**src/rtl/fcs_pkg.sv**
```systemverilog
/*
 * Constants shared by the flash checksum scanner: register indices, field
 * positions, mode and section codes, reset values and the scan phases.
 * Assumes a 32-bit classic Wishbone bus, one register per aligned word.
 */
package fcs_pkg;

    // register indices; byte address is four times the index
    localparam logic [1:0] IDX_CTRL_A = 2'h0;
    localparam logic [1:0] IDX_CTRL_B = 2'h1;
    localparam logic [1:0] IDX_STATUS = 2'h2;
    localparam int         IDX_LSB    = 2;
    localparam int         IDX_MSB    = 3;

    // scan_control_a fields
    localparam int A_ENABLE_BIT = 0;
    localparam int A_FATAL_BIT  = 1;
    localparam int A_STROBE_BIT = 7;

    // scan_control_b fields
    localparam int B_SECT_LSB = 0;
    localparam int B_SECT_MSB = 1;
    localparam int B_MODE_LSB = 4;
    localparam int B_MODE_MSB = 5;

    // scan_status fields
    localparam int S_BUSY_BIT = 0;
    localparam int S_PASS_BIT = 1;

    // access modes
    localparam logic [1:0] MODE_PRIORITY   = 2'h0;
    localparam logic [1:0] MODE_BACKGROUND = 2'h2;
    localparam logic [1:0] MODE_CONTINUOUS = 2'h3;

    // section selects
    localparam logic [1:0] SECT_FLASH            = 2'h0;
    localparam logic [1:0] SECT_LOADER_AND_PROG  = 2'h1;
    localparam logic [1:0] SECT_LOADER           = 2'h2;

    // reset values
    localparam logic [1:0]  RST_MODE    = 2'h0;
    localparam logic [1:0]  RST_SECT    = 2'h0;
    localparam logic        RST_PASS    = 1'b1;
    localparam logic [15:0] CRC_INIT    = 16'hFFFF;
    localparam logic [15:0] CRC_POLY    = 16'h1021;
    localparam logic [15:0] CRC_RESIDUE = 16'h0000;

    typedef enum logic [0:0] {
        PH_IDLE,
        PH_FETCH
    } fcs_phase_t;

endpackage : fcs_pkg

```
**src/rtl/fcs_crc_step.sv**
```systemverilog
/*
 * One byte step of the 16-bit checksum, most significant bit first.
 * Purely combinational; the caller registers the result.
 */
`timescale 1ns/1ps
module fcs_crc_step (
    input  wire logic [15:0] crcIn,
    input  wire logic [7:0]  dataIn,
    output logic      [15:0] crcOut
);
    always_comb begin
        logic [15:0] c;
        c = crcIn;
        for (int i = 7; i >= 0; i--) begin
            if (c[15] ^ dataIn[i]) begin
                c = {c[14:0], 1'b0} ^ fcs_pkg::CRC_POLY;
            end else begin
                c = {c[14:0], 1'b0};
            end
        end
        crcOut = c;
    end
endmodule : fcs_crc_step

```
**src/rtl/fcs_scanner.sv**
```systemverilog
/*
 * Flash checksum scanner: three 8-bit registers on classic Wishbone, a
 * byte fetch port toward the flash arbiter, and a sticky fatal request.
 * Assumes the arbiter answers a held request with a one-cycle grant that
 * carries the byte at flashAddr, all on clk_sys.
 */
// Implementation choice: the Wishbone slave port.
`timescale 1ns/1ps
// Functional notes
// strobe reset clears control and status registers, except fatal enable, next cycle; never stored.
// with fatal enable clear, strobe reset acts even while busy.
// with fatal enable set, strobe reset is ignored while busy.
// after the fatal request rises, control A writes are ignored.
// with fatal enable set, any checksum failure raises the fatal request.
// fatal enable clears only on system reset, not on strobe reset.
// fatal enable may be set only while not busy.
// writing enable one starts a check; bit stays one afterwards.
// clearing enable stops only at section end; failure still flagged.
// start-up scan leaves enable one, background mode, checked section.
// control B writes ignored while busy or after fatal request.
// mode field bits 5:4: 0 priority, 2 background, 3 continuous.
// continuous mode restarts after each pass; stops on failure or stop.
// section field: 0 whole flash, 1 loader plus program, 2 loader.
// status register is read-only; writes do nothing.
// pass flag one after reset, cleared on enabling, one means passed.
// pass flag reads zero while a check runs.
// busy flag in status bit zero is one while a check runs.
// CCITT checksum, start 0xFFFF, bytes from zero, MSB first.
// on failure pass clears; fatal request then holds until system reset.
// scanner pauses while the CPU sleeps and resumes on wake.
// bytes fetched by request/grant; high priority only in stall mode.
module fcs_scanner #(
    parameter int                ADDR_W      = 16,
    parameter logic [ADDR_W-1:0] FLASH_LAST  = 16'h1FFF,
    parameter logic [ADDR_W-1:0] PROG_LAST   = 16'h17FF,
    parameter logic [ADDR_W-1:0] LOADER_LAST = 16'h07FF
) (
    input  wire logic              clk_sys,
    input  wire logic              rst,
    input  wire logic              wb_cyc_i,
    input  wire logic              wb_stb_i,
    input  wire logic              wb_we_i,
    input  wire logic [3:0]        wb_adr_i,
    input  wire logic [3:0]        wb_sel_i,
    input  wire logic [31:0]       wb_dat_i,
    output logic      [31:0]       wb_dat_o,
    output logic                   wb_ack_o,
    output logic                   flashReq,
    output logic                   flashHighPri,
    output logic      [ADDR_W-1:0] flashAddr,
    input  wire logic              flashGrant,
    input  wire logic [7:0]        flashData,
    input  wire logic              cpuSleep,
    input  wire logic              initScanReq,
    input  wire logic [1:0]        initSection,
    output logic                   fatalReq
);

    typedef struct packed {
        logic              ack;
        logic [7:0]        rdData;
        logic              initTaken;
        logic              enable;
        logic              fatalEn;
        logic [1:0]        mode;
        logic [1:0]        section;
        logic              pass;
        logic              fatal;
        fcs_pkg::fcs_phase_t phase;
        logic              req;
        logic              highPri;
        logic [ADDR_W-1:0] addr;
        logic [15:0]       crc;
    } fcs_state_t;

    fcs_state_t        st_reg;
    fcs_state_t        st_next;
    logic [15:0]       crcStep;
    logic              busy;
    logic              access;
    logic              wbWrite;
    logic [1:0]        regIdx;
    logic [ADDR_W-1:0] lastAddr;
    logic              byteTaken;
    logic              lastByte;
    logic              scanFail;
    logic              strobeOk;
    logic              startReq;
    logic              passRead;

    // checksum byte step
    fcs_crc_step u_crc_step (
        .crcIn  (st_reg.crc),
        .dataIn (flashData),
        .crcOut (crcStep)
    );

    assign busy     = (st_reg.phase != fcs_pkg::PH_IDLE);
    assign access   = wb_cyc_i && wb_stb_i && !st_reg.ack;
    assign wbWrite  = access && wb_we_i && wb_sel_i[0];
    assign regIdx   = wb_adr_i[fcs_pkg::IDX_MSB:fcs_pkg::IDX_LSB];
    // pass masked while running
    assign passRead = st_reg.pass && !busy;

    // section end address
    always_comb begin
        unique case (st_reg.section)
            fcs_pkg::SECT_LOADER_AND_PROG: lastAddr = PROG_LAST;
            fcs_pkg::SECT_LOADER:          lastAddr = LOADER_LAST;
            // reserved code scans the whole flash
            default:                       lastAddr = FLASH_LAST;
        endcase
    end

    // a byte counts only against our own held request
    assign byteTaken = busy && st_reg.req && flashGrant;
    assign lastByte  = byteTaken && (st_reg.addr == lastAddr);
    assign scanFail  = lastByte && (crcStep != fcs_pkg::CRC_RESIDUE);

    // strobe accepted any time without fatal enable
    // with fatal enable, only while idle
    assign strobeOk = !st_reg.fatalEn || !busy;

    always_comb begin
        st_next        = st_reg;
        st_next.ack    = 1'b0;
        st_next.rdData = 8'h00;
        startReq       = 1'b0;

        if (access) begin
            st_next.ack = 1'b1;
            if (!wb_we_i) begin
                unique case (regIdx)
                    fcs_pkg::IDX_CTRL_A: begin
                        st_next.rdData[fcs_pkg::A_ENABLE_BIT] = st_reg.enable;
                        st_next.rdData[fcs_pkg::A_FATAL_BIT]  = st_reg.fatalEn;
                    end
                    fcs_pkg::IDX_CTRL_B: begin
                        st_next.rdData[fcs_pkg::B_MODE_MSB:fcs_pkg::B_MODE_LSB]
                            = st_reg.mode;
                        st_next.rdData[fcs_pkg::B_SECT_MSB:fcs_pkg::B_SECT_LSB]
                            = st_reg.section;
                    end
                    fcs_pkg::IDX_STATUS: begin
                        // busy reported in bit zero
                        st_next.rdData[fcs_pkg::S_BUSY_BIT] = busy;
                        st_next.rdData[fcs_pkg::S_PASS_BIT] = passRead;
                    end
                    // unmapped word reads zero
                    default: st_next.rdData = 8'h00;
                endcase
            end
        end

        // no new fetch while the CPU sleeps
        // fold each granted byte into the checksum
        if (byteTaken) begin
            st_next.crc  = crcStep;
            st_next.addr = st_reg.addr + 1'b1;
        end

        if (lastByte) begin
            if (scanFail) begin
                // failure clears pass, scan halts
                st_next.pass  = 1'b0;
                st_next.phase = fcs_pkg::PH_IDLE;
                // fatal request on failure when armed
                if (st_reg.fatalEn) begin
                    st_next.fatal = 1'b1;
                end
            end else begin
                st_next.pass = 1'b1;
                // continuous restarts unless software stopped it
                // cleared enable ends after this section
                if (st_reg.enable && st_reg.mode == fcs_pkg::MODE_CONTINUOUS)
                begin
                    st_next.addr = '0;
                    st_next.crc  = fcs_pkg::CRC_INIT;
                end else begin
                    st_next.phase = fcs_pkg::PH_IDLE;
                end
            end
        end

        // start-up scan, caught once after reset release
        if (!st_reg.initTaken) begin
            st_next.initTaken = 1'b1;
            if (initScanReq) begin
                st_next.enable  = 1'b1;
                st_next.mode    = fcs_pkg::MODE_BACKGROUND;
                st_next.section = initSection;
                startReq        = 1'b1;
            end
        end

        // control A frozen once the fatal request is up
        // the status index has no write path
        if (wbWrite && regIdx == fcs_pkg::IDX_CTRL_A && !st_reg.fatal) begin
            if (wb_dat_i[fcs_pkg::A_STROBE_BIT]) begin
                // strobe clears everything except fatal enable
                // fatal enable survives the strobe
                if (strobeOk) begin
                    st_next.enable  = 1'b0;
                    st_next.mode    = fcs_pkg::RST_MODE;
                    st_next.section = fcs_pkg::RST_SECT;
                    st_next.pass    = 1'b0;
                    st_next.phase   = fcs_pkg::PH_IDLE;
                    st_next.addr    = '0;
                end
            end else begin
                // arming only while idle, writing zero never disarms
                if (wb_dat_i[fcs_pkg::A_FATAL_BIT] && !busy) begin
                    st_next.fatalEn = 1'b1;
                end
                // enable stays one; a one while idle starts a check
                st_next.enable = wb_dat_i[fcs_pkg::A_ENABLE_BIT];
                if (wb_dat_i[fcs_pkg::A_ENABLE_BIT] && !busy) begin
                    startReq = 1'b1;
                end
            end
        end

        // control B locked while busy or after fatal request
        if (wbWrite && regIdx == fcs_pkg::IDX_CTRL_B && !busy
            && !st_reg.fatal) begin
            // mode field; reserved code runs as a single background
            st_next.mode    = wb_dat_i[fcs_pkg::B_MODE_MSB:fcs_pkg::B_MODE_LSB];
            // section select
            st_next.section = wb_dat_i[fcs_pkg::B_SECT_MSB:fcs_pkg::B_SECT_LSB];
        end

        // enabling clears pass
        if (startReq) begin
            st_next.phase = fcs_pkg::PH_FETCH;
            st_next.addr  = '0;
            st_next.crc   = fcs_pkg::CRC_INIT;
            st_next.pass  = 1'b0;
        end

        // request dropped during sleep, position kept for resume
        // priority flag only in stall mode
        st_next.req     = (st_next.phase == fcs_pkg::PH_FETCH) && !cpuSleep;
        st_next.highPri = st_next.req
                          && (st_next.mode == fcs_pkg::MODE_PRIORITY);
    end

    always_ff @(posedge clk_sys) begin
        if (rst) begin
            st_reg           <= '0;
            st_reg.mode      <= fcs_pkg::RST_MODE;
            st_reg.section   <= fcs_pkg::RST_SECT;
            // pass set from reset
            st_reg.pass      <= fcs_pkg::RST_PASS;
            st_reg.phase     <= fcs_pkg::PH_IDLE;
            st_reg.crc       <= fcs_pkg::CRC_INIT;
        end else begin
            st_reg <= st_next;
        end
    end

    assign wb_ack_o     = st_reg.ack;
    assign wb_dat_o     = {24'h000000, st_reg.rdData};
    assign flashReq     = st_reg.req;
    assign flashHighPri = st_reg.highPri;
    assign flashAddr    = st_reg.addr;
    assign fatalReq     = st_reg.fatal;
endmodule : fcs_scanner

```
**config.mk**
```make
export PLATFORM = sky130hd
export DESIGN_NAME = fcs_scanner
export DESIGN_NICKNAME = d
export VERILOG_FILES = /design/src/rtl/fcs_pkg.sv /design/src/rtl/fcs_crc_step.sv /design/src/rtl/fcs_scanner.sv
export SDC_FILE = /design/constraint.sdc
export NUM_CORES = 1
export LEC_CHECK = 0
export BUFFER_PORTS_ARGS = -buffer_cell sky130_fd_sc_hd__buf_2
export CAP_MARGIN = 20
export CORE_UTILIZATION = 45
export DETAILED_ROUTE_END_ITERATION = 8
export PLACE_DENSITY = 0.81
export SYNTH_ARGS = -nofsm -noshare
export SYNTH_HDL_FRONTEND = slang
export SYNTH_SLANG_ARGS = --single-unit
```
**constraint.sdc**
```tcl
create_clock -name clk_sys -period 2.3 [get_ports clk_sys]
set_input_delay 0.115 -clock clk_sys [delete_from_list [all_inputs] [get_ports clk_sys]]
set_output_delay 0.115 -clock clk_sys [all_outputs]
set_load 0.05 [all_outputs]
```
==> results.md <==
- Counting flops and latches in the post-synthesis netlist gives 49.
- The CTS tree is built.
- The worst pin sits at a relative slew slack of 0.610.
- The met2 routed wirelength is 2580 um.
- The final-layout setup total negative slack is 0 ns.
- For this configuration, the core starts out at a cell density of 0.474.
- Summing over every cut layer, the via total after detailed routing is 2264.
- In the detailed route, the total length drawn on met3 is 306 um.
- The worst min-delay path startpoint is wb_dat_i[5].
- The share of the Yosys chip area taken by registers is 0.344.
- The post-synthesis async set-or-reset flop share is 0.
- The maximum ir drop on the vdd rail is 0.000335 V.
- The die covers 6670 um^2.
- The residual DRC count is 0.
- Setup repair after global routing left no endpoint under its margin.
- The floorplan step set the die width to 81.7 um.
- Entering global routing, the biggest net connects 37 pins.
- Across the routed clock network, the largest skew measured is 0.00876 ns.
- Among cell families on the critical path, the largest total delay comes from XOR/XNOR gates.
- Once detail routing completed, the nets flagged for antenna violations numbered 0.
- The clock sink count is 49.
- The first global-routing pass estimated 8540 um of wire.
- For hold timing, the worst endpoint is st_reg[40]$_SDFF_PP0_.
- The number of setup violations in the final report is 0.
- The final count of pins violating max slew came to 0.
- In this run the cell area measured after placement is 2980 um^2.
- The most common library cell in the layout ignoring fill and taps is buf_2.
- In this run the cell area of the synthesized design comes to 2860 um^2.
- In the synthesized netlist the dominant register cell turns out to be dfxtp_1.
- The number of global-route vias before repair is 1941.
- Traced cell by cell, the critical path runs through xnor2_4, xnor3_1, or3_1, a211oi_2, buf_4, nand2_1, o41ai_1.
- The reported max-cap violation count is 0.
- The register with the most flip-flops in the layout has 24 of them.
- In the global route stage, overall resource usage came out at 0.167.
- The static power due to leakage is 1.35 nW.
- After the last flow step, the layout net total stands at 432.
- The area of the core is 6030 um^2.
- In the final routing, the length of wire on met1 measures 2470 um.
- After the first detailed-routing iteration, the DRC count stood at 111.
- The Yosys warning count is 0.
- STA classifies the critical path endpoint as a flop.
- The clock passes through at most 2 buffers.
- The required time of the critical path is 2.51 ns.
- 110 I/O pins were placed.
- The flow ran to the end, and the final reports show no timing, DRC or antenna violations.
- The maximum fanout count along the critical path is 3.
- In the layout the commonest cells are 49 x buf_2, 46 x dfxtp_1, 36 x nor2_1.
- The fill cell total of the finished layout is 573.
- The final number of hold-violating endpoints came to 0.
- The number of synthesized flops with an enable pin is 0.
- The global-route congestion overflow total is 0.
- Dividing the final minimum period by the clock period gives 0.951.
- The number of diodes is 0.
- The tree is rooted in a clkbuf_8.
- Before antenna repair, the detailed router went through 4 iterations.
- The worst-skew pair later-pin latency is 0.31 ns.
- The worst min-delay path class is input port to flop.
- The critical path buffer and inverter count is 1.
- The worst endpoint data arrival time is 2.40 ns.
- The startpoint identified for the worst register-to-register timing path is st_reg[12]$_SDFF_PP1_.
- The TritonCTS buffer count is 5.
- Among all stages on the critical path, the largest delay is contributed by xnor3_1.
- The congestion estimate from routability-driven global placement came to 0.862.
- From synthesis to final layout, the design area changed by 9.95%.
- The worst setup slack for register-to-register paths is 0.11 ns.
- Synthesis handed over a netlist of 334 instances.
- Counting instances, the worst hold path has a depth of 3.
- The critical path start-end classification is flop to flop.
- Synthesis instantiated 50 different standard cells from the library.
- The maximum level of the CTS H-tree is 2.
- The transition time of the tightest slew-check pin is 0.580 ns.
- The delay of the slowest critical-path stage is 0.37 ns.
- The ratio of routed vias to standard cells is 5.05.
- Signal routing reaches up to met4.
- Static timing analysis puts the maximum clock frequency at 457 MHz.
- Counting I/O delays and the setup requirement, the final critical path takes 2.19 ns.
- Measured along the y axis, the die boundary spans 81.7 um.
- The worst register-to-register path ends at st_reg[36]$_SDFF_PP1_.
- The worst setup path is launched from a flop.
- The clock-pin slew reported for the worst setup and hold paths after clock tree synthesis is 0.09 ns.
- The mean post-synth cell area is 8.55 um^2.
- The number of rows created at floorplan is 28.
- Power spread over the standard cell area amounts to 577 nW/um^2.
- After detailed routing, the total wire length is 5450 um.
- The initial antenna violation count is 0.
- The number of buffers added on ports is 49.
- In the final layout, the share of cells above drive strength 1 is 0.236.
- Counting cells, the worst reg-to-reg path comes to 7.
- After detailed routing, the average wire length per cell comes to 12.2 um.
- The half-perimeter wire length of the detailed placement result is 4020 um.
- The finished cells cover 3140 um^2.
-- worst max path at each step --
stage                     startpoint                        to  slack, ns  depth (start not counted)
3_3_place_gp    st_reg[8]$_SDFF_PP1_  flashAddr[12]$_SDFF_PP0_       0.09                          7
3_5_place_dp    st_reg[8]$_SDFF_PP1_     st_reg[36]$_SDFF_PP1_       0.02                          7
5_1_grt        st_reg[12]$_SDFF_PP1_   flashHighPri$_SDFF_PP0_       0.02                          7
2_1_floorplan    wb_ack_o$_SDFF_PP0_     st_reg[10]$_SDFF_PP1_       0.04                          7
4_1_cts         st_reg[8]$_SDFF_PP1_     st_reg[36]$_SDFF_PP1_       0.03                          7
6_report       st_reg[12]$_SDFF_PP1_     st_reg[36]$_SDFF_PP1_       0.11                          7
-- final cells by class --
type | count | area (um^2) | share of cell area
Clock buffer | 6 | 82.6 | 0.0263
Clock inverter | 2 | 37.5 | 0.0120
Timing Repair Buffer | 67 | 395 | 0.126
Sequential cell | 49 | 985 | 0.314
Multi-Input combinational cell | 246 | 1530 | 0.489
Inverter | 3 | 11.3 | 0.00359
Tap cell | 75 | 93.8 | 0.0299
-- cells in the mapped netlist, types with 2 or more instances --
library cell | n | share of area
nand2_1 | 15 | 0.020
xor2_2 | 2 | 0.011
ha_1 | 2 | 0.0088
buf_2 | 2 | 0.0035
nand3_1 | 11 | 0.019
o211a_1 | 2 | 0.0070
nor2b_1 | 2 | 0.0044
xor2_1 | 21 | 0.064
nor3_1 | 15 | 0.026
o21a_1 | 2 | 0.0053
clkbuf_1 | 9 | 0.012
nand4_1 | 3 | 0.0066
buf_4 | 48 | 0.13
a21oi_1 | 22 | 0.039
buf_6 | 3 | 0.012
inv_1 | 3 | 0.0039
o211ai_1 | 2 | 0.0053
o21ai_0 | 5 | 0.0088
dfxtp_1 | 49 | 0.34
or3_2 | 5 | 0.013
nand2b_1 | 2 | 0.0044
and3_1 | 8 | 0.018
or3_1 | 12 | 0.026
xnor2_1 | 14 | 0.043
nor3b_1 | 3 | 0.0079
mux2i_1 | 3 | 0.011
a211o_1 | 2 | 0.0061
a41oi_1 | 2 | 0.0061
xnor2_2 | 3 | 0.017
and2_1 | 2 | 0.0044
nor4_1 | 5 | 0.011
and4b_1 | 2 | 0.0070
nor2_1 | 36 | 0.047
-- worst register-to-register path, cell delays in order, from the launching register on --
cell	delay [ns]
dfxtp_2	0.36
xnor2_4	0.20
xnor3_1	0.37
or3_1	0.37
a211oi_2	0.27
buf_4	0.15
nand2_1	0.08
o41ai_1	0.30
-- logic make-up (layout without fill, tap and decap cells) --
family | Yosys count | after routing | share of synthesized area
other | 1 | 28 | 0.00131
DFF | 49 | 49 | 0.344
AOI/OAI and AO/OA | 45 | 45 | 0.0995
muxes | 3 | 3 | 0.0105
buffers and inverters | 66 | 78 | 0.159
xor gates and xnor gates | 41 | 41 | 0.144
and+or+nand+nor | 127 | 127 | 0.234
adders and majority gates | 2 | 2 | 0.00876
-- metrics by stage --
| stage | utilization | total power, mW | setup slack (ns) | instances | hold WS [ns] |
|---|---|---|---|---|---|
| after floorplan | - | 1.14 | 0.0420 | 361 | 0.187 |
| after global placement | 0.495 | 1.17 | 0.0868 | 437 | 0.292 |
| after detailed placement | 0.495 | 1.17 | 0.0221 | 437 | 0.292 |
| after CTS | 0.516 | 1.82 | 0.0338 | 446 | 0.0485 |
| after global routing | 0.521 | 1.88 | 0.0182 | 448 | 0.0527 |
| final | 0.521 | 1.81 | 0.112 | 448 | 0.0547 |
-- repair_timing --
action	CTS	global route
gates resized for setup	0	2
endpoints found under the setup margin	0	27
hold endpoints to repair	2	0
buffers inserted	0	2
hold buffers	1	0
-- report_power, final --
part           total [mW]  internal, mW  leakage, nW  switching [mW]
Sequential          0.868         0.860        0.398         0.00825
Combinational       0.297        0.0870        0.892           0.210
Clock               0.648         0.354       0.0574           0.294
-- routing by layer --
metal / up-vias / GRT usage
met5: - / 0
met4: 0 / 0.0632
met3: 6 / 0.0433
met2: 68 / 0.282
met1: 1047 / 0.203
li1: 1143 / -
(Power assumes the default switching activity.)
